**config.mk**
```make
export PLATFORM = sky130hd
export DESIGN_NAME = rcft_timer
export DESIGN_NICKNAME = d
export VERILOG_FILES = /design/src/core/rcft_pkg.sv /design/src/core/rcft_timer.sv
export VERILOG_INCLUDE_DIRS = /design/src /design/src/core
export SDC_FILE = /design/constraint.sdc
export NUM_CORES = 1
export LEC_CHECK = 0
export BUFFER_PORTS_ARGS = -buffer_cell sky130_fd_sc_hd__buf_2
export CAP_MARGIN = 10
export CORE_UTILIZATION = 56
export CTS_BUF_LIST = sky130_fd_sc_hd__clkbuf_8
export DETAILED_ROUTE_END_ITERATION = 12
export PLACE_DENSITY = 0.93
export SLEW_MARGIN = 10
export SYNTH_ARGS = -nofsm -noshare
export SYNTH_HDL_FRONTEND = slang
export SYNTH_SLANG_ARGS = --single-unit
```
**constraint.sdc**
```tcl
create_clock -name core_clk -period 2.5 [get_ports core_clk]
set_clock_uncertainty 0.1 [all_clocks]
set_input_delay 0.125 -clock core_clk [delete_from_list [all_inputs] [get_ports core_clk]]
set_output_delay 0.125 -clock core_clk [all_outputs]
set_load 0.05 [all_outputs]
```
**src/core/rcft_cfg.svh**
```systemverilog
// Register indices, field positions, reset values and fixed figures of the timer.
// Assumes inclusion by bare name from the timer package and the timer module.
`ifndef RCFT_CFG_SVH
`define RCFT_CFG_SVH

// Register indices; the byte address on the bus is four times the index.
`define RCFT_IDX_DATA0    6'h20
`define RCFT_IDX_DATA3    6'h23
`define RCFT_IDX_COUNT0   6'h24
`define RCFT_IDX_COUNT3   6'h27
`define RCFT_IDX_MODE     6'h28
`define RCFT_IDX_CLKSEL   6'h29
`define RCFT_IDX_STATUS   6'h2a

// Mode control fields.
`define RCFT_MODE_RUN_BIT   0
`define RCFT_MODE_FREQ_BIT  1
`define RCFT_MODE_CAP_BIT   2

// Status fields.
`define RCFT_STAT_CAPTURE_FLAG_BIT  0
`define RCFT_STAT_OVF_BIT   1

// Reset values, counter wrap and limit values, and constant read bits.
`define RCFT_MODE_RESET     3'h0
`define RCFT_CLKSEL_RESET   2'h0
`define RCFT_COUNT_RESET    16'h0000
`define RCFT_DATA_RESET     16'h0000
`define RCFT_WRAP_VALUE     16'h0000
`define RCFT_COUNT_MAX      16'hffff
`define RCFT_MODE_FIXED     4'h8
`define RCFT_STAT_FIXED     4'hc

// Clock select codes.
`define RCFT_CLK_32K        2'h0
`define RCFT_CLK_700K       2'h1

// Measurement window length, 437/32768 s after the 64 Hz fall.
`define RCFT_WINDOW_NUM     437
`define RCFT_WINDOW_DEN     32768

`endif

```
**src/core/rcft_pkg.sv**
```systemverilog
// Types shared by the reload/capture/frequency timer.
// Assumes the constants header is on the include path.
`include "rcft_cfg.svh"

package rcft_pkg;

  typedef enum logic [1:0] {
    RCFT_MS_IDLE  = 2'b00,
    RCFT_MS_ARMED = 2'b01,
    RCFT_MS_COUNT = 2'b10,
    RCFT_MS_STOP  = 2'b11
  } rcft_meas_state_e;

  typedef logic [5:0] rcft_index_t;

endpackage

```
**src/core/rcft_timer.sv**
```systemverilog
// Reload/capture/frequency-measure 16-bit timer with an Avalon-MM register slave.
// Assumes one core clock; timer clocks, time base, window pulse and capture pin are
// asynchronous pins, while the converter interrupt and its mode level come from core logic.
//
// Local design decisions: the address map and register access over Avalon-MM.
`timescale 1ns/1ns
`default_nettype none
`include "rcft_cfg.svh"

// How it works
// - 16-bit up-counter on selected clock falls.
// - Count split over four nibble registers.
// - Count nibble write also writes data nibble.
// - Data nibble write leaves count alone.
// - Interrupt pulse on every counter overflow.
// - Overflow toggles output on every overflow.
// - Mode bits both zero select auto reload.
// - Auto reload loads data on overflow.
// - Reload and capture modes count only while run bit set.
// - First increment on second clock fall.
// - One more increment after run cleared.
// - Converter interrupt clears run bit.
// - Capture mode wraps to zero, no reload.
// - Pin change copies count into data.
// - Capture sets status capture flag.
// - Flag set blocks further captures.
// - Status read clears capture flag.
// - Capture within one timer clock.
// - Frequency bit alone selects measurement mode.
// - Measurement starts at 64 Hz fall.
// - Window end clears bit, stops next fall.
// - Clock from 32k, 700k or external.
module rcft_timer #(
  parameter int ADDR_W = 8
) (
  input  wire logic              core_clk,
  input  wire logic              rst,
  input  wire logic [ADDR_W-1:0] avs_address,
  input  wire logic              avs_read,
  input  wire logic              avs_write,
  input  wire logic [31:0]       avs_writedata,
  input  wire logic [3:0]        avs_byteenable,
  output logic      [31:0]       avs_readdata,
  output logic                   avs_waitrequest,
  input  wire logic              clk_32k_in,
  input  wire logic              clk_700k_in,
  input  wire logic              ext_count_clock,
  input  wire logic              time_base_64hz,
  input  wire logic              window_end_pulse,
  input  wire logic              capture_pin,
  input  wire logic              adc_done_irq,
  input  wire logic              adc_conv_mode,
  output logic                   overflow_irq,
  output logic                   overflow_toggle_out
);
  import rcft_pkg::*;

  localparam int NSYNC = 6;

  logic [NSYNC-1:0] async_in;
  logic [NSYNC-1:0] sync1_reg;
  logic [NSYNC-1:0] sync2_reg;
  logic [NSYNC-1:0] prev_reg;
  logic [15:0]      count_reg;
  logic [15:0]      data_reg;
  logic [2:0]       mode_reg;
  logic [1:0]       clksel_reg;
  logic             capture_flag_reg;
  logic             toggle_reg;
  logic             run_seen_reg;
  logic             cap_sample_reg;
  logic             cap_change_reg;
  logic             irq_reg;
  logic [31:0]      rdata_reg;
  logic             wait_reg;
  rcft_meas_state_e ms_reg;
  rcft_meas_state_e ms_next;

  logic        tick;
  logic        tb_fall;
  logic        win_rise;
  logic        req;
  logic        acc;
  logic        wr_acc;
  logic        rd_acc;
  rcft_index_t idx;
  logic        run_bit;
  logic        freq_bit;
  logic        cap_bit;
  logic        auto_mode;
  logic        cap_mode;
  logic        meas_mode;
  logic        inc;
  logic        ovf;
  logic        count_wr;
  logic        data_wr;
  logic [1:0]  nib;
  logic        capture;
  logic [31:0] rd_value;

  assign async_in = {capture_pin, window_end_pulse, time_base_64hz,
                     ext_count_clock, clk_700k_in, clk_32k_in};

  // Every pin passes two flops; edge detectors look only at the second stage.
  // Each pin level must last at least two core cycles or an edge can be lost; the internal
  // clocks are far slower than the core clock, and an external clock must be as well.
  // The detector flops reset low, so a pin that idles high shows a rise after reset.
  // That is harmless, because only falls are counted on those pins.
  genvar g;
  generate
    for (g = 0; g < NSYNC; g++) begin : g_sync
      always_ff @(posedge core_clk) begin
        if (rst) begin
          sync1_reg[g] <= 1'b0;
          sync2_reg[g] <= 1'b0;
          prev_reg[g]  <= 1'b0;
        end else begin
          sync1_reg[g] <= async_in[g];
          sync2_reg[g] <= sync1_reg[g];
          prev_reg[g]  <= sync2_reg[g];
        end
      end
    end
  endgenerate

  // Falling edge of the selected timer clock.
  always_comb begin
    case (clksel_reg)
      `RCFT_CLK_32K:  tick = prev_reg[0] & ~sync2_reg[0];
      `RCFT_CLK_700K: tick = prev_reg[1] & ~sync2_reg[1];
      default:        tick = prev_reg[2] & ~sync2_reg[2];
    endcase
  end

  // The time base opens a window on its fall; the window pulse closes it on its rise.
  assign tb_fall  = prev_reg[3] & ~sync2_reg[3];
  assign win_rise = ~prev_reg[4] & sync2_reg[4];

  assign run_bit   = mode_reg[`RCFT_MODE_RUN_BIT];
  assign freq_bit  = mode_reg[`RCFT_MODE_FREQ_BIT];
  assign cap_bit   = mode_reg[`RCFT_MODE_CAP_BIT];
  assign auto_mode = ~freq_bit & ~cap_bit;
  assign cap_mode  = ~freq_bit & cap_bit;
  assign meas_mode = freq_bit & ~cap_bit;

  // Bus access: the request is answered one cycle after it is seen.
  // Only bits 3:0 of a word carry data; a write without byte lane 0 is answered and dropped.
  // The index decode ignores the two low address bits.
  assign req    = avs_read | avs_write;
  assign acc    = req & ~wait_reg;
  assign wr_acc = acc & avs_write & avs_byteenable[0];
  assign rd_acc = acc & avs_read;
  assign idx    = avs_address[ADDR_W-1:2];
  assign nib    = idx[1:0];
  assign count_wr = wr_acc && idx >= `RCFT_IDX_COUNT0 && idx <= `RCFT_IDX_COUNT3;
  assign data_wr  = wr_acc && idx >= `RCFT_IDX_DATA0 && idx <= `RCFT_IDX_DATA3;

  // Measurement modes other than the reserved pair count per the window state.
  // The stop state is tested first: hardware has already dropped the frequency bit there, so
  // the mode decode reads as auto reload, yet the closing tick of the window must still count.
  always_comb begin
    if (ms_reg == RCFT_MS_STOP) begin
      inc = tick;
    end else if (auto_mode || cap_mode) begin
      inc = tick & run_seen_reg;
    end else if (meas_mode) begin
      inc = tick & (ms_reg == RCFT_MS_COUNT);
    end else begin
      inc = 1'b0;
    end
  end

  assign ovf = inc & (count_reg == `RCFT_COUNT_MAX);

  // Capture needs the counter running and the flag clear.
  // A pin change seen while the flag is set is dropped, not held for later.
  assign capture = cap_mode & run_seen_reg & cap_change_reg & ~capture_flag_reg;

  // The run bit is seen one tick late, giving the delayed start and the extra tail count.
  always_ff @(posedge core_clk) begin
    if (rst) begin
      run_seen_reg <= 1'b0;
    end else if (tick) begin
      run_seen_reg <= run_bit;
    end
  end

  // The pin is sampled on timer ticks; a change between samples is a one-cycle strobe.
  always_ff @(posedge core_clk) begin
    if (rst) begin
      cap_sample_reg <= 1'b0;
      cap_change_reg <= 1'b0;
    end else begin
      cap_change_reg <= 1'b0;
      if (tick) begin
        cap_sample_reg <= sync2_reg[5];
        cap_change_reg <= sync2_reg[5] ^ cap_sample_reg;
      end
    end
  end

  // Counter. A software write wins over a tick in the same cycle.
  // Writing the count nibble by nibble while it runs can tear the value; stop the timer first.
  always_ff @(posedge core_clk) begin
    if (rst) begin
      count_reg <= `RCFT_COUNT_RESET;
    end else if (count_wr) begin
      count_reg[nib*4 +: 4] <= avs_writedata[3:0];
    end else if (ovf) begin
      count_reg <= (auto_mode && ms_reg != RCFT_MS_STOP) ? data_reg : `RCFT_WRAP_VALUE;
    end else if (inc) begin
      count_reg <= count_reg + 16'h0001;
    end
  end

  // Data register. A capture outranks a software write.
  always_ff @(posedge core_clk) begin
    if (rst) begin
      data_reg <= `RCFT_DATA_RESET;
    end else if (capture) begin
      data_reg <= count_reg;
    end else if (count_wr || data_wr) begin
      data_reg[nib*4 +: 4] <= avs_writedata[3:0];
    end
  end

  // Capture flag: set wins over the read clear; only a flag seen by the read is cleared.
  always_ff @(posedge core_clk) begin
    if (rst) begin
      capture_flag_reg <= 1'b0;
    end else if (capture) begin
      capture_flag_reg <= 1'b1;
    end else if (rd_acc && idx == `RCFT_IDX_STATUS && rdata_reg[`RCFT_STAT_CAPTURE_FLAG_BIT]) begin
      capture_flag_reg <= 1'b0;
    end
  end

  // Overflow pulse, one core cycle long, in the cycle after the overflowing tick.
  always_ff @(posedge core_clk) begin
    if (rst) begin
      irq_reg <= 1'b0;
    end else begin
      irq_reg <= ovf;
    end
  end

  // Overflow toggle level for the port pin and the status register.
  always_ff @(posedge core_clk) begin
    if (rst) begin
      toggle_reg <= 1'b0;
    end else if (ovf) begin
      toggle_reg <= ~toggle_reg;
    end
  end

  // Measurement window sequencer.
  // Counting waits for a time-base fall after arming, so a window never starts part-way through a period.
  always_comb begin
    ms_next = ms_reg;
    case (ms_reg)
      RCFT_MS_IDLE: begin
        if (meas_mode) begin
          ms_next = RCFT_MS_ARMED;
        end
      end
      RCFT_MS_ARMED: begin
        if (!meas_mode) begin
          ms_next = RCFT_MS_IDLE;
        end else if (tb_fall) begin
          ms_next = RCFT_MS_COUNT;
        end
      end
      RCFT_MS_COUNT: begin
        if (win_rise) begin
          ms_next = RCFT_MS_STOP;
        end else if (!meas_mode) begin
          ms_next = RCFT_MS_IDLE;
        end
      end
      RCFT_MS_STOP: begin
        if (tick) begin
          ms_next = RCFT_MS_IDLE;
        end
      end
      default: begin
        ms_next = RCFT_MS_IDLE;
      end
    endcase
  end

  always_ff @(posedge core_clk) begin
    if (rst) begin
      ms_reg <= RCFT_MS_IDLE;
    end else begin
      ms_reg <= ms_next;
    end
  end

  // Mode control. Hardware clears of run and frequency bits yield to a write in the same
  // cycle, since software then states its newer intent.
  // The converter clear comes from core-clock logic, so it needs no synchroniser.
  always_ff @(posedge core_clk) begin
    if (rst) begin
      mode_reg <= `RCFT_MODE_RESET;
    end else if (wr_acc && idx == `RCFT_IDX_MODE) begin
      mode_reg <= avs_writedata[2:0];
    end else begin
      if (adc_conv_mode && adc_done_irq) begin
        mode_reg[`RCFT_MODE_RUN_BIT] <= 1'b0;
      end
      if (ms_reg == RCFT_MS_COUNT && win_rise) begin
        mode_reg[`RCFT_MODE_FREQ_BIT] <= 1'b0;
      end
    end
  end

  // Codes 2 and 3 both pick the external clock pin.
  always_ff @(posedge core_clk) begin
    if (rst) begin
      clksel_reg <= `RCFT_CLKSEL_RESET;
    end else if (wr_acc && idx == `RCFT_IDX_CLKSEL) begin
      clksel_reg <= avs_writedata[1:0];
    end
  end

  // Read mux; the clock select is write-only and unmapped words read zero.
  // Mode bit 3 and status bits 3:2 have no storage and always read as one.
  always_comb begin
    rd_value = 32'h0000_0000;
    if (idx >= `RCFT_IDX_DATA0 && idx <= `RCFT_IDX_DATA3) begin
      rd_value[3:0] = data_reg[nib*4 +: 4];
    end else if (idx >= `RCFT_IDX_COUNT0 && idx <= `RCFT_IDX_COUNT3) begin
      rd_value[3:0] = count_reg[nib*4 +: 4];
    end else if (idx == `RCFT_IDX_MODE) begin
      rd_value[3:0] = `RCFT_MODE_FIXED | {1'b0, mode_reg};
    end else if (idx == `RCFT_IDX_STATUS) begin
      rd_value[3:0] = `RCFT_STAT_FIXED | {2'b00, toggle_reg, capture_flag_reg};
    end
  end

  // Waitrequest idles high, drops for the single accept cycle, then rises again.
  always_ff @(posedge core_clk) begin
    if (rst) begin
      wait_reg <= 1'b1;
    end else if (req && wait_reg) begin
      wait_reg <= 1'b0;
    end else begin
      wait_reg <= 1'b1;
    end
  end

  // Read data is latched as waitrequest drops and then holds until the next answer,
  // so the word stands at the edge where the master samples waitrequest low.
  always_ff @(posedge core_clk) begin
    if (rst) begin
      rdata_reg <= 32'h0000_0000;
    end else if (req && wait_reg) begin
      rdata_reg <= rd_value;
    end
  end

  assign avs_readdata        = rdata_reg;
  assign avs_waitrequest     = wait_reg;
  assign overflow_irq        = irq_reg;
  assign overflow_toggle_out = toggle_reg;

endmodule

`default_nettype wire

```
== Word level (Yosys, flattened, before mapping) ==
Cells that the tools add are included.

* Add/sub/neg operators: 2
* $lt $le $gt $ge: 4
* Eq/ne operators: 13
* Shifts and indexed selects: 4
* Mux-type cells: 29
* Bitwise logic cells: 31
* Reductions and logical operators: 25

{| class="wikitable"
|+ Operator list
! operator !! count
|-
| two-way mux 16 bit || 6
|-
| negator 4 -> 34 bit || 1
|-
| variable shift 4 x 34 -> 16 bit (first input constant) || 1
|-
| variable part select 4 x 34 -> 16 bit || 1
|-
| bitwise mux 16 bit || 2
|-
| variable part select 16 x 5 -> 4 bit || 2
|-
| bitwise AND 1 bit || 18
|-
| equality test 6 bit (second input constant) || 3
|-
| adder 16 x 1 -> 16 bit (second input constant) || 1
|-
| equality test 16 bit (second input constant) || 1
|-
| two-way mux 4 bit || 4
|-
| logical AND 1 bit || 14
|-
| two-way mux 2 bit || 7
|-
| >= comparator 6 bit (second input constant) || 2
|-
| <= comparator 6 bit (second input constant) || 2
|-
| inverter 1 bit || 11
|-
| two-way mux 1 bit || 8
|-
| case mux 2 bit (4 select lines) || 1
|-
| nonzero test 2 bit || 4
|-
| != test 2 bit (second input constant) || 3
|-
| != test 3 bit (second input constant) || 2
|-
| equality test 2 x 1 -> 1 bit (second input constant) || 2
|-
| equality test 2 bit (second input constant) || 2
|-
| logical NOT 2 bit || 2
|-
| other kinds (7) || 8
|}

* Bits in registers: 67
* Input port bits: 56
* Output and inout port bits: 35
* Word-level logic and storage cells: 140

== Depth between registers and ports, before layout ==
Gate-level depths: netlist (run 1).

* Depth after elaboration: 10
* Depth in mapped cells: 9
* Depth with buffers taken out: 8

== Least setup slack after synthesis (run 1) ==
No wires, ideal clock.

* Path kind: register to register
* Start point: register wait_reg, in the netlist avs_waitrequest
* End point: register count_reg[11]
* Setup time: 117 ps
* Arrival time: 2,042 ps
* Data required time: 2,283 ps
* Setup slack: 241 ps
* Stages on the path, launching flop included: 7
* Buffers on the path: 1
* Clock period less this slack: 2,259 ps
* Cells stage by stage: dfxtp_1 -> and3b_1 -> and3_1 -> a211oi_1 -> buf_2 -> nor2_1 -> a32o_1

* Cells in the longest elaborated chain, start to end: 7
* Elaborated cells between the ends (all ways): 8
* Classes of those cells: mux: 1; bitwise: 4; reduce/logical: 3

{| class="wikitable"
|+ RTL lines
! item !! RTL line !! text
|-
| start, declared || rcft_timer.sv:75 || <nowiki>logic wait_reg;</nowiki>
|-
| start signal, assigned || rcft_timer.sv:344 || <nowiki>wait_reg <= 1'b1;</nowiki>
|-
| start signal, assigned || rcft_timer.sv:346 || <nowiki>wait_reg <= 1'b0;</nowiki>
|-
| start signal, assigned || rcft_timer.sv:348 || <nowiki>wait_reg <= 1'b1;</nowiki>
|-
| inverter 1 bit * || rcft_timer.sv:150 || <nowiki>assign acc = req & ~wait_reg;</nowiki>
|-
| bitwise AND 1 bit * || rcft_timer.sv:150 ||
|-
| bitwise AND 1 bit * (2 in series) || rcft_timer.sv:151 || <nowiki>assign wr_acc = acc & avs_write & avs_byteenable[0];</nowiki>
|-
| logical AND 1 bit (no line) * (2 in series) || n/a ||
|-
| nonzero test 3 bit (no line) or two-way mux 16 bit (tied branches) || n/a ||
|-
| end signal, assigned || rcft_timer.sv:206 || <nowiki>count_reg <= `RCFT_COUNT_RESET;</nowiki>
|-
| end signal, assigned by index || rcft_timer.sv:208 || <nowiki>count_reg[nib*4 +: 4] <= avs_writedata[3:0];</nowiki>
|-
| end signal, assigned || rcft_timer.sv:210 || <nowiki>count_reg <= (auto_mode && ms_reg != RCFT_MS_STOP) ? data_reg : `RCFT_WRAP_VALUE;</nowiki>
|-
| end, declared || rcft_timer.sv:64 || <nowiki>logic [15:0] count_reg;</nowiki>
|}

Mark *: on every way between the ends. The rest lies on a longest branch, timed or not.
A chain may end at the register's enable or synchronous reset.

== Worst setup path in the final report (run 1) ==
* Start point: register count_reg[0]
* End point: register count_reg[11]

* Cells in the longest elaborated chain, start to end: 4
* Elaborated cells between the ends (all ways): 7
* Classes of those cells: add/sub: 1; eq/ne: 1; mux: 3; bitwise: 1; reduce/logical: 1

{| class="wikitable"
|+ RTL lines
! item !! RTL line !! text
|-
| adder 16 x 1 -> 16 bit or equality test 16 bit (tied branches) || n/a ||
|-
| two-way mux 16 bit or bitwise AND 1 bit (tied branches) || rcft_timer.sv:211, rcft_timer.sv:173 ||
|-
| two-way mux 16 bit || rcft_timer.sv:209 || <nowiki>end else if (ovf) begin</nowiki>
|-
| two-way mux 16 bit || rcft_timer.sv:207 || <nowiki>end else if (count_wr) begin</nowiki>
|}

Parallel ways exist; a longest one is shown, timed or not. The select of a mux whose other input is x is not followed.

==> results.rst, run 1 <==
.. list-table::
   :header-rows: 1

   * - Metric
     - Value
   * - Layout cell share with drive strength beyond 1
     - 0.169
   * - Synth top area cells
     - dfxtp_1 34%, nor2_1 6.4%, buf_4 5.6%
   * - Clock tree from TritonCTS
     - done
   * - Worst setup slack for register-to-register paths
     - 0.19 ns
   * - Arrival time at the worst endpoint
     - 2.45 ns
   * - Post-detail-place hpwl
     - 7760 um
   * - Post-DRT Antenna Nets
     - 0
   * - Routed length per instance
     - 17.3 um
   * - Reg2Reg Depth
     - 7
   * - Hold-critical path endpoint
     - clksel_reg[1]
   * - Number of library cell types mapped by synthesis
     - 53
   * - Minimum clock period after layout
     - 2.31 ns
   * - Standard-cell rows
     - 30
   * - Effective utilization at floorplan
     - 0.577
   * - Count of flip-flops with a built-in enable after synthesis
     - 0
   * - Number of CTS-inserted buffers
     - 9
   * - Core Box Area
     - 6790 sq um
   * - Startpoint type of the worst setup path
     - flop
   * - Area share of the leading cell type in the synthesized netlist
     - 0.342
   * - Global-route wire length before repair
     - 17800 um
   * - Number of failing hold endpoints at the final stage
     - 0
   * - Total power divided by cell area
     - 501 nW/um^2
   * - Largest stage delay on the critical path
     - 0.43 ns
   * - Count of boundary I/O pins
     - 91
   * - Antenna cell count
     - 0
   * - Clock Path Buffers
     - 2
   * - Final cell area excluding filler cells
     - 4490 sq um
   * - Mean post-synth cell area
     - 8.13 sq um
   * - Path class of the lowest-slack min-delay path
     - input port to flop
   * - Worst-case setup margin in the final layout
     - 0.194 ns
   * - Final Routed Wirelength
     - 11000 um
   * - Number of post-CTS setup repair buffers
     - 0
   * - Library cell occupying the most area in the post-synthesis netlist
     - dfxtp_1
   * - Overall Global Routing Usage
     - 0.314
   * - Worst-Skew Late Latency
     - 0.35 ns
   * - Post-placement cell count
     - 611
   * - Worst slack, placed
     - 0.170 ns
   * - Share of flip-flops with an asynchronous set or reset after synthesis
     - 0
   * - Final cell utilization of the core
     - 0.660
   * - Startpoint of the most critical register-to-register path
     - count_reg[0]
   * - DR iter-0 viols
     - 440
   * - Fin crit share
     - 0.923
   * - TritonCTS Sinks
     - 67
   * - Total via count in the routed design
     - 3895
   * - Netlist Area Pre-Place
     - 3920 sq um
   * - Floorplan die width
     - 85.6 um
   * - Number of antenna violations at the first check in global routing
     - 0
   * - Number of global-route vias before repair
     - 3578
   * - Net count, final
     - 597
   * - Post-route DRC violation count
     - 0
   * - Die height
     - 85.6 um
   * - Placer congestion estimate
     - 0.947
   * - CP max-delay cell
     - or3_4
   * - # H-tree levels
     - 3
   * - Endpoint kind of the worst setup timing path
     - flop
   * - Max Clock Freq
     - 0.434 GHz
   * - Sequential cell area fraction in the yosys report
     - 0.342
   * - Number of search-and-repair iterations in the first detailed-routing pass
     - 5
   * - Hold path start
     - avs_writedata[1]
   * - Total number of yosys warnings
     - 0
   * - Largest net degree at the start of global routing
     - 37
   * - Setup TNS
     - 0 ns
   * - Maximum net fanout on the critical path
     - 9
   * - Setup violations, final
     - 0
   * - Post-synthesis to final-layout area growth
     - 14.5%
   * - Post-Layout Cell Count
     - 635
   * - Critical R2R Capture
     - count_reg[11]
   * - Worst Path Class, Setup
     - flop to flop
   * - #FFs+latches synth
     - 67
   * - Via/cell ratio
     - 6.13
   * - Clock Pin Slew Worst Setup and Hold Paths
     - 0.08 ns
   * - Top flip-flop cell by instance count after synthesis
     - dfxtp_1
   * - Standard cell area after detailed placement
     - 4210 sq um
   * - Worst hold path stage count
     - 3
   * - Final-report max-slew violation count
     - 0
   * - Maximum resistive drop on vdd
     - 0.406 mV
   * - Count of buffers from port buffering
     - 29
   * - Die Outline Area
     - 7330 sq um
   * - Leakage Power
     - 1.77 nW
   * - Fill cell total of the finished layout
     - 550
   * - Number of instances in the synthesized netlist
     - 482
   * - Total gr overflow
     - 0
   * - Cells along the critical path
     - ha_1, nand2_1, or3_4, a2111oi_4, buf_4, o21ai_0, a32o_1
   * - Setup repair after global routing missed its margin
     - false
   * - Top library cells by usage in the layout, fill and taps aside
     - 67 x nor2_1, 67 x dfxtp_1, 45 x nand2_1
   * - Relative max-transition margin
     - 0.603
   * - Run status
     - finished, final reports clean
   * - Least-Margin Pin Slew
     - 0.594 ns
   * - Clock root buffer
     - clkbuf_8
   * - Maximum Capacitance Violations
     - 0
   * - Required time of the critical path
     - 2.64 ns
[how the worst max path moves through the flow]
stage / start / end / slack, ns / cells after the start
final: count_reg[0] / count_reg[11] / 0.19 / 7
after global routing: count_reg[0] / count_reg[4] / 0.05 / 7
after CTS: mode_reg[2] / count_reg[14] / 0.14 / 6
after detailed placement: mode_reg[2] / count_reg[14] / 0.17 / 6
after global placement: count_reg[0] / count_reg[7] / 0.27 / 8
after floorplan: avs_waitrequest / count_reg[11] / 0.24 / 6
[worst max-delay path, delay by kind of cell (launching register included)]
family	cells	cell delay [ns]
simple gates	2	0.56
fa+ha+maj	1	0.20
compound gates	3	0.74
buf+inv	1	0.25
flops	1	0.34
[kinds of logic after synthesis]
group                      count (synthesis)  synth area share
DFF                                       67             0.342
xor gates and xnor gates                  12            0.0268
and+or+nand+nor                          200             0.251
buffers and inverters                     64            0.0910
adders and majority gates                  7            0.0224
muxes                                     18            0.0735
other                                      1          0.000957
AOI/OAI and AO/OA                        113             0.192
[cells in the mapped netlist, drive strengths merged, types with 2 or more instances]
cell	instances
o31ai	4
nand4	5
clkbuf	15
nand2	45
nor4b	2
nor3b	4
and3	8
and4	2
nor4	3
a21o	5
mux2	3
mux4	8
a31oi	8
a211o	2
nor2b	18
a211oi	27
mux2i	7
nand3b	2
dfxtp	67
nor2	67
a311oi	6
o21ai	16
and2	2
buf	37
a2111oi	2
a21oi	36
a32o	2
nand2b	3
xnor2	10
inv	12
nor3	15
ha	7
xor2	2
nand3	19
[power breakdown]
part | switching, W | internal, W | leakage [nW]
Sequential | 0.00000585 | 0.00108 | 0.543
Combinational | 0.000187 | 0.0000623 | 1.12
Clock | 0.000448 | 0.000467 | 0.104
Total | 0.000640 | 0.00161 | 1.77
[area by class of cell]
class / count / area [sq um] / area share
Clock buffer: 9 / 124 / 0.0276
Clock inverter: 7 / 75.1 / 0.0167
Inverter: 12 / 45.0 / 0.0100
Multi-Input combinational cell: 378 / 2330 / 0.518
Sequential cell: 67 / 1340 / 0.299
Tap cell: 96 / 120 / 0.0268
Timing Repair Buffer: 66 / 455 / 0.102
[per-stage QoR]
stage                     power (W)  hold slack, ns
after CTS                   0.00226          0.0390
after global routing        0.00233          0.0492
after detailed placement    0.00134           0.239
after floorplan             0.00132           0.153
after global placement      0.00134           0.233
final                       0.00225          0.0622
[routing by layer]
metal,up-vias,routed length [um],track usage
met3,49,1060,0.0606
li1,1770,-,-
met2,283,5070,0.498
met4,0,466,0.183
met5,-,0,0
met1,1793,4400,0.400
[timing repair]
item / CTS / global route
hold endpoints to repair: 7 / 0
hold buffers: 8 / 0
setup endpoints to repair: 0 / 1
resized for setup: 0 / 1
No activity file was read; power rests on OpenSTA's default activity.
==> inputs of run 2 (changes only) <==
--- a/config.mk
+++ b/config.mk
@@ -8,9 +8,11 @@
 export LEC_CHECK = 0
 export BUFFER_PORTS_ARGS = -buffer_cell sky130_fd_sc_hd__buf_2
 export CAP_MARGIN = 10
+export CORE_MARGIN = 5
 export CORE_UTILIZATION = 56
 export CTS_BUF_LIST = sky130_fd_sc_hd__clkbuf_8
 export DETAILED_ROUTE_END_ITERATION = 12
+export MAX_ROUTING_LAYER = met4
 export PLACE_DENSITY = 0.93
 export SLEW_MARGIN = 10
 export SYNTH_ARGS = -nofsm -noshare
==> run 2 against run 1 <==
Maximum frequency increased by 2.2%. Non-clock buffer count increased by 8. Sequential cell count unchanged. Cell area increased by 1.5%. Via count increased by 2.3%. Worst setup slack improved by 0.050 ns. Global-route usage decreased by 4.2 points. Critical path type unchanged. Critical endpoint is now count_reg[0]. Largest power group unchanged.
==> results.rst, run 2 (synthesis gave the netlist of run 1 again) <==
.. list-table::
   :header-rows: 1

   * - Metric
     - Value
   * - Number of global-route vias before repair
     - 3688 (was 3578)
   * - Total via count in the routed design
     - 3986 (was 3895)
   * - Post-route DRC violation count
     - 0 (unchanged)
   * - DR iter-0 viols
     - 377 (was 440)
   * - Maximum Capacitance Violations
     - 0 (unchanged)
   * - Max Clock Freq
     - 0.443 GHz (was 0.434 GHz)
   * - Maximum net fanout on the critical path
     - 9 (unchanged)
   * - Final Routed Wirelength
     - 11600 um (was 11000 um)
   * - Count of boundary I/O pins
     - 91 (unchanged)
   * - Overall Global Routing Usage
     - 0.273 (was 0.314)
   * - Fill cell total of the finished layout
     - 555 (was 550)
   * - Relative max-transition margin
     - 0.594 (was 0.603)
   * - Standard-cell rows
     - 30 (unchanged)
   * - Number of search-and-repair iterations in the first detailed-routing pass
     - 6 (was 5)
   * - Largest delay share family, worst path
     - simple AND/OR/NAND/NOR gates (was compound AO/OA/AOI/OAI gates)
   * - Net count, final
     - 605 (was 597)
   * - Startpoint type of the worst setup path
     - flop (unchanged)
   * - Post-DRT Antenna Nets
     - 0 (unchanged)
   * - Path class of the lowest-slack min-delay path
     - input port to flop (unchanged)
   * - Endpoint kind of the worst setup timing path
     - flop (unchanged)
   * - Clock Pin Slew Worst Setup and Hold Paths
     - 0.09 ns (was 0.08 ns)
   * - Effective utilization at floorplan
     - 0.577 (unchanged)
   * - Core Box Area
     - 6790 sq um (unchanged)
   * - Worst hold path stage count
     - 3 (unchanged)
   * - Run status
     - finished, final reports clean (unchanged)
   * - Placer congestion estimate
     - 1.01 (was 0.947)
   * - Reg2Reg Depth
     - 8 (was 7)
   * - Clock tree from TritonCTS
     - done (unchanged)
   * - Worst Hold Margin
     - 0.0335 ns (was 0.0622 ns)
   * - Total gr overflow
     - 0 (unchanged)
   * - Fin crit share
     - 0.903 (was 0.923)
   * - Leakage Power
     - 1.81 nW (was 1.77 nW)
   * - Hold path start
     - avs_writedata[0] (was avs_writedata[1])
   * - Routed length per instance
     - 18.1 um (was 17.3 um)
   * - Post-synthesis to final-layout area growth
     - 16.2% (was 14.5%)
   * - Setup violations, final
     - 0 (unchanged)
   * - Total buffers and inverters traversed by the critical path
     - 1 (unchanged)
   * - TritonCTS Sinks
     - 67 (unchanged)
   * - Cells along the critical path
     - ha_1, nand2_1, or3_4, a2111oi_4, buf_4, nor2_1, a311oi_1, nor3_1 (was ha_1, nand2_1, or3_4, a2111oi_4, buf_4, o21ai_0, a32o_1)
   * - Startpoint of the most critical register-to-register path
     - count_reg[0] (unchanged)
   * - Top library cells by usage in the layout, fill and taps aside
     - 67 x nor2_1, 67 x dfxtp_1, 45 x nand2_1 (unchanged)
   * - Largest stage delay on the critical path
     - 0.42 ns (was 0.43 ns)
   * - Worst Path Class, Setup
     - flop to flop (unchanged)
   * - CP max-delay cell
     - or3_4 (unchanged)
   * - Final-report max-slew violation count
     - 0 (unchanged)
   * - Worst setup slack for register-to-register paths
     - 0.24 ns (was 0.19 ns)
   * - Number of failing hold endpoints at the final stage
     - 0 (unchanged)
   * - Global-route wire length before repair
     - 18100 um (was 17800 um)
   * - Antenna cell count
     - 0 (unchanged)
   * - Post-detail-place hpwl
     - 8570 um (was 7760 um)
   * - Largest net degree at the start of global routing
     - 31 (was 37)
   * - Required time of the critical path
     - 2.61 ns (was 2.64 ns)
   * - Arrival time at the worst endpoint
     - 2.37 ns (was 2.45 ns)
   * - Die Outline Area
     - 8770 sq um (was 7330 sq um)
   * - Hold-critical path endpoint
     - mode_reg[0] (was clksel_reg[1])
   * - Worst-Skew Late Latency
     - 0.35 ns (about the same)
   * - Total power divided by cell area
     - 506 nW/um^2 (was 501 nW/um^2)
   * - Minimum clock period after layout
     - 2.26 ns (was 2.31 ns)
   * - Clock Path Buffers
     - 2 (unchanged)
   * - Setup TNS
     - 0 ns (unchanged)
   * - Least-Margin Pin Slew
     - 0.609 ns (was 0.594 ns)
   * - # H-tree levels
     - 3 (unchanged)
   * - Number of antenna violations at the first check in global routing
     - 0 (unchanged)
   * - Critical R2R Capture
     - count_reg[0] (was count_reg[11])
   * - Die height
     - 93.6 um (was 85.6 um)
   * - Clock root buffer
     - clkbuf_8 (unchanged)
   * - Final cell utilization of the core
     - 0.670 (was 0.660)
   * - Setup repair after global routing missed its margin
     - false (unchanged)
   * - Via/cell ratio
     - 6.20 (was 6.13)
   * - Floorplan die width
     - 93.6 um (was 85.6 um)
   * - Layout cell share with drive strength beyond 1
     - 0.181 (was 0.169)
   * - Maximum resistive drop on vdd
     - 0.407 mV (was 0.406 mV)
   * - Number of CTS-inserted buffers
     - 9 (unchanged)
   * - Count of buffers from port buffering
     - 29 (unchanged)
[run 2: changes by cell type in the layout (fill, tap and decap cells not counted), sizes merged]
cell | before | now
inv | 14 | 16
clkinv | 4 | 1
clkinvlp | 0 | 1
buf | 58 | 66
[run 2: what timing repair did]
item | CTS | global route
endpoints found under the hold margin | 7 | 0
hold buffers | 8 | 0
buffers inserted | 0 | 0
gates resized for setup | 0 | 1
setup endpoints to repair | 0 | 6
[run 2: stage by stage]
stage | power, W | instances | cell area (sq um) | setup WS (ns)
after floorplan | 0.00132 | 509 | 4020 | 0.241
after detailed placement | 0.00135 | 619 | 4270 | 0.189
after global routing | 0.00237 | 643 | 4550 | 0.0873
after global placement | 0.00134 | 619 | 4270 | 0.289
final | 0.00230 | 643 | 4550 | 0.243
after CTS | 0.00230 | 643 | 4550 | 0.143
[run 2: how the worst max path moves through the flow]
| stage | from | to | slack, ns | cells past startpoint |
|---|---|---|---|---|
| 3_5_place_dp | mode_reg[2] | count_reg[5] | 0.19 | 7 |
| 5_1_grt | count_reg[0] | count_reg[0] | 0.09 | 8 |
| 4_1_cts | mode_reg[2] | count_reg[5] | 0.14 | 7 |
| 3_3_place_gp | count_reg[0] | count_reg[0] | 0.29 | 8 |
| 2_1_floorplan | avs_waitrequest | count_reg[11] | 0.24 | 6 |
| 6_report | count_reg[0] | count_reg[0] | 0.24 | 8 |
[run 2: worst register-to-register path, stage by stage, from the launching register on]
cell,delay (ns)
dfxtp_1,0.34
ha_1,0.19
nand2_1,0.11
or3_4,0.42
a2111oi_4,0.31
buf_4,0.25
nor2_1,0.07
a311oi_1,0.26
nor3_1,0.08
[run 2: area by class of cell]
| cell class | count | area (sq um) | share of cell area |
|---|---|---|---|
| multi-input cells | 378 | 2330 | 0.511 |
| repair buffers | 74 | 515 | 0.113 |
| inverters | 12 | 45.0 | 0.00989 |
| well taps | 96 | 120 | 0.0264 |
| flip-flops and latches | 67 | 1340 | 0.295 |
| clock buffers | 9 | 124 | 0.0272 |
| clock inverters | 7 | 81.3 | 0.0179 |
[run 2: power by group]
part	leakage, nW	switching (W)	internal, W
Combinational	1.17	0.000189	0.0000634
Clock	0.101	0.000489	0.000477
Sequential	0.543	0.00000663	0.00108
Total	1.81	0.000684	0.00162
[run 2: metal layers]
layer  vias up  GRT usage  routed length, um
met1      1846      0.320               4280
met3        62     0.0539               1230
met2       282      0.446               5620
met5         -          -                  0
met4         0      0.136                515
li1       1796          -                  -
==> inputs of run 3 (changes only) <==
--- a/config.mk
+++ b/config.mk
@@ -6,7 +6,7 @@
 export SDC_FILE = /design/constraint.sdc
 export NUM_CORES = 1
 export LEC_CHECK = 0
-export BUFFER_PORTS_ARGS = -buffer_cell sky130_fd_sc_hd__buf_2
+export BUFFER_PORTS_ARGS = -buffer_cell sky130_fd_sc_hd__buf_4
 export CAP_MARGIN = 10
 export CORE_MARGIN = 5
 export CORE_UTILIZATION = 56
==> run 3 against run 2 <==
Non-clock buffer count fell by 2. Sequential power barely moved. Utilization rose by 0.96 points. Clock power barely moved. Cell area rose by 1.4%. Via count fell by 1.9%. Combinational power rose by 6%. Final cell count fell by 0.31%. Critical path type unchanged. Register-to-register slack got worse by 0.095 ns. Critical path depth fell by 1. Sequential share of layout area fell by 0.42 points. Worst hold slack got worse by 0.0053 ns.
==> results.rst, run 3 (synthesis gave the netlist of run 1 again) <==
.. list-table::
   :header-rows: 1

   * - Metric
     - Value
   * - Run status
     - finished, final reports clean (unchanged)
   * - Die height
     - 93.6 um (unchanged)
   * - Sequential cell area
     - 1340 sq um (unchanged)
   * - Area of combinational cells with multiple inputs
     - 2330 sq um (unchanged)
   * - Placer congestion estimate
     - 1.09 (was 1.01)
   * - Startpoint type of the worst setup path
     - flop (unchanged)
   * - Routed length per instance
     - 18.3 um (was 18.1 um)
   * - Post-DRT Antenna Nets
     - 0 (unchanged)
   * - # H-tree levels
     - 3 (unchanged)
   * - Setup repair after global routing missed its margin
     - false (unchanged)
   * - Overall Global Routing Usage
     - 0.278 (was 0.273)
   * - Total gr overflow
     - 0 (unchanged)
   * - Arrival time at the worst endpoint
     - 2.50 ns (was 2.37 ns)
   * - Die Outline Area
     - 8770 sq um (unchanged)
   * - Post-cts gate resize count
     - 0 (unchanged)
   * - Standard cell area after detailed placement
     - 4300 sq um (was 4270 sq um)
   * - Relative max-transition margin
     - 0.472 (was 0.594)
   * - Clock root buffer
     - clkbuf_8 (unchanged)
   * - Minimum clock period after layout
     - 2.35 ns (was 2.26 ns)
   * - Number of CTS-inserted buffers
     - 9 (unchanged)
   * - Setup TNS
     - 0 ns (unchanged)
   * - Clock Pin Slew Worst Setup and Hold Paths
     - 0.09 ns (about the same)
   * - Post-synthesis to final-layout area growth
     - 17.9% (was 16.2%)
   * - Top library cells by usage in the layout, fill and taps aside
     - 67 x nor2_1, 67 x dfxtp_1, 60 x buf_4 (was 67 x nor2_1, 67 x dfxtp_1, 45 x nand2_1)
   * - Count of boundary I/O pins
     - 91 (unchanged)
   * - Total power divided by cell area
     - 502 nW/um^2 (was 506 nW/um^2)
   * - Clock Path Buffers
     - 2 (unchanged)
   * - Maximum net fanout on the critical path
     - 12 (was 9)
   * - Least-Margin Pin Slew
     - 0.786 ns (was 0.609 ns)
   * - Final Routed Wirelength
     - 11700 um (was 11600 um)
   * - Final-report max-slew violation count
     - 0 (unchanged)
   * - Via/cell ratio
     - 6.10 (was 6.20)
   * - Effective utilization at floorplan
     - 0.577 (unchanged)
   * - Net count, final
     - 603 (was 605)
   * - Worst-Skew Late Latency
     - 0.37 ns (was 0.35 ns)
   * - Total via count in the routed design
     - 3909 (was 3986)
   * - Count of buffers from port buffering
     - 29 (unchanged)
   * - Final cell area excluding filler cells
     - 4620 sq um (was 4550 sq um)
   * - Clock tree from TritonCTS
     - done (unchanged)
   * - Largest net degree at the start of global routing
     - 37 (was 31)
   * - Endpoint kind of the worst setup timing path
     - flop (unchanged)
   * - DR iter-0 viols
     - 489 (was 377)
   * - Required time of the critical path
     - 2.65 ns (was 2.61 ns)
   * - Number of global-route vias before repair
     - 3557 (was 3688)
   * - Maximum Capacitance Violations
     - 0 (unchanged)
   * - Maximum resistive drop on vdd
     - 0.447 mV (was 0.407 mV)
   * - Leakage Power
     - 1.82 nW (was 1.81 nW)
   * - Floorplan die width
     - 93.6 um (unchanged)
   * - Post-detail-place hpwl
     - 8080 um (was 8570 um)
   * - Global-route wire length before repair
     - 18300 um (was 18100 um)
   * - Number of search-and-repair iterations in the first detailed-routing pass
     - 7 (was 6)
   * - Fin crit share
     - 0.941 (was 0.903)
   * - Post-route DRC violation count
     - 0 (unchanged)
   * - Standard-cell rows
     - 30 (unchanged)
   * - Hold bufs inserted after CTS
     - 11 (was 8)
   * - Number of post-CTS setup repair buffers
     - 0 (unchanged)
   * - Fill cell total of the finished layout
     - 545 (was 555)
   * - Antenna cell count
     - 0 (unchanged)
   * - Layout cell share with drive strength beyond 1
     - 0.172 (was 0.181)
   * - Core Box Area
     - 6790 sq um (unchanged)
   * - Number of antenna violations at the first check in global routing
     - 0 (unchanged)
   * - Setup violations, final
     - 0 (unchanged)
   * - Number of failing hold endpoints at the final stage
     - 0 (unchanged)
   * - Worst Path Class, Setup
     - flop to flop (unchanged)
   * - Path class of the lowest-slack min-delay path
     - input port to flop (unchanged)
   * - Max Clock Freq
     - 0.425 GHz (was 0.443 GHz)
   * - TritonCTS Sinks
     - 67 (unchanged)
   * - Worst Hold Margin
     - 0.0281 ns (was 0.0335 ns)
[run 3: cell count changes in the layout (fill, tap and decap cells not counted)]
cell,change
dlygate4sd3_1,+3
buf_2,-29
o21ai_0,+1
buf_4,+24
o21ai_1,-1
[run 3: worst paths after layout]
check / startpoint / endpoint / slack [ns] / depth (start not counted)
setup / recovery: mode_reg[2] / count_reg[11] / 0.15 / 7
hold / removal: avs_writedata[0] / clksel_reg[0] / 0.03 / 3
setup reg to reg: mode_reg[2] / count_reg[11] / 0.15 / 7
hold reg to reg: sync1_reg[3] / sync2_reg[3] / 0.34 / 1
[run 3: area by class of cell]
class | instances | share of cell area
flip-flops and latches | 67 | 0.290
well taps | 96 | 0.0260
clock inverters | 7 | 0.0176
repair buffers | 72 | 0.126
inverters | 12 | 0.00975
clock buffers | 9 | 0.0268
multi-input cells | 378 | 0.504
[run 3: layer usage]
| layer | share of wire | wire [um] | global-route usage |
|---|---|---|---|
| met1 | 0.39 | 4520 | 0.348 |
| met2 | 0.45 | 5220 | 0.422 |
| met3 | 0.11 | 1330 | 0.0563 |
| met4 | 0.055 | 643 | 0.150 |
| met5 | 0 | 0 | - |
[run 3: power breakdown]
part	leakage, nW	internal [W]	switching, W	total (W)
sequential	0.543	0.00108	0.00000605	0.00109
clock	0.101	0.000476	0.000491	0.000967
combinational	1.17	0.0000756	0.000190	0.000266
total	1.82	0.00163	0.000687	0.00232
[run 3: metrics by stage]
stage	cells	total power, W	util	setup slack [ns]
after floorplan	509	0.00132	-	0.241
after global placement	614	0.00135	0.633	0.217
after detailed placement	614	0.00136	0.633	0.176
after CTS	641	0.00231	0.680	0.195
after global routing	641	0.00239	0.680	0.0317
final	641	0.00232	0.680	0.148
[run 3: critical path, stage by stage, from the launching register on]
cell	delay [ns]
dfxtp_1	0.43
and2b_1	0.27
o21ai_0	0.45
a21oi_1	0.29
nand2_1	0.12
buf_4	0.22
nand3b_1	0.10
a32o_1	0.24
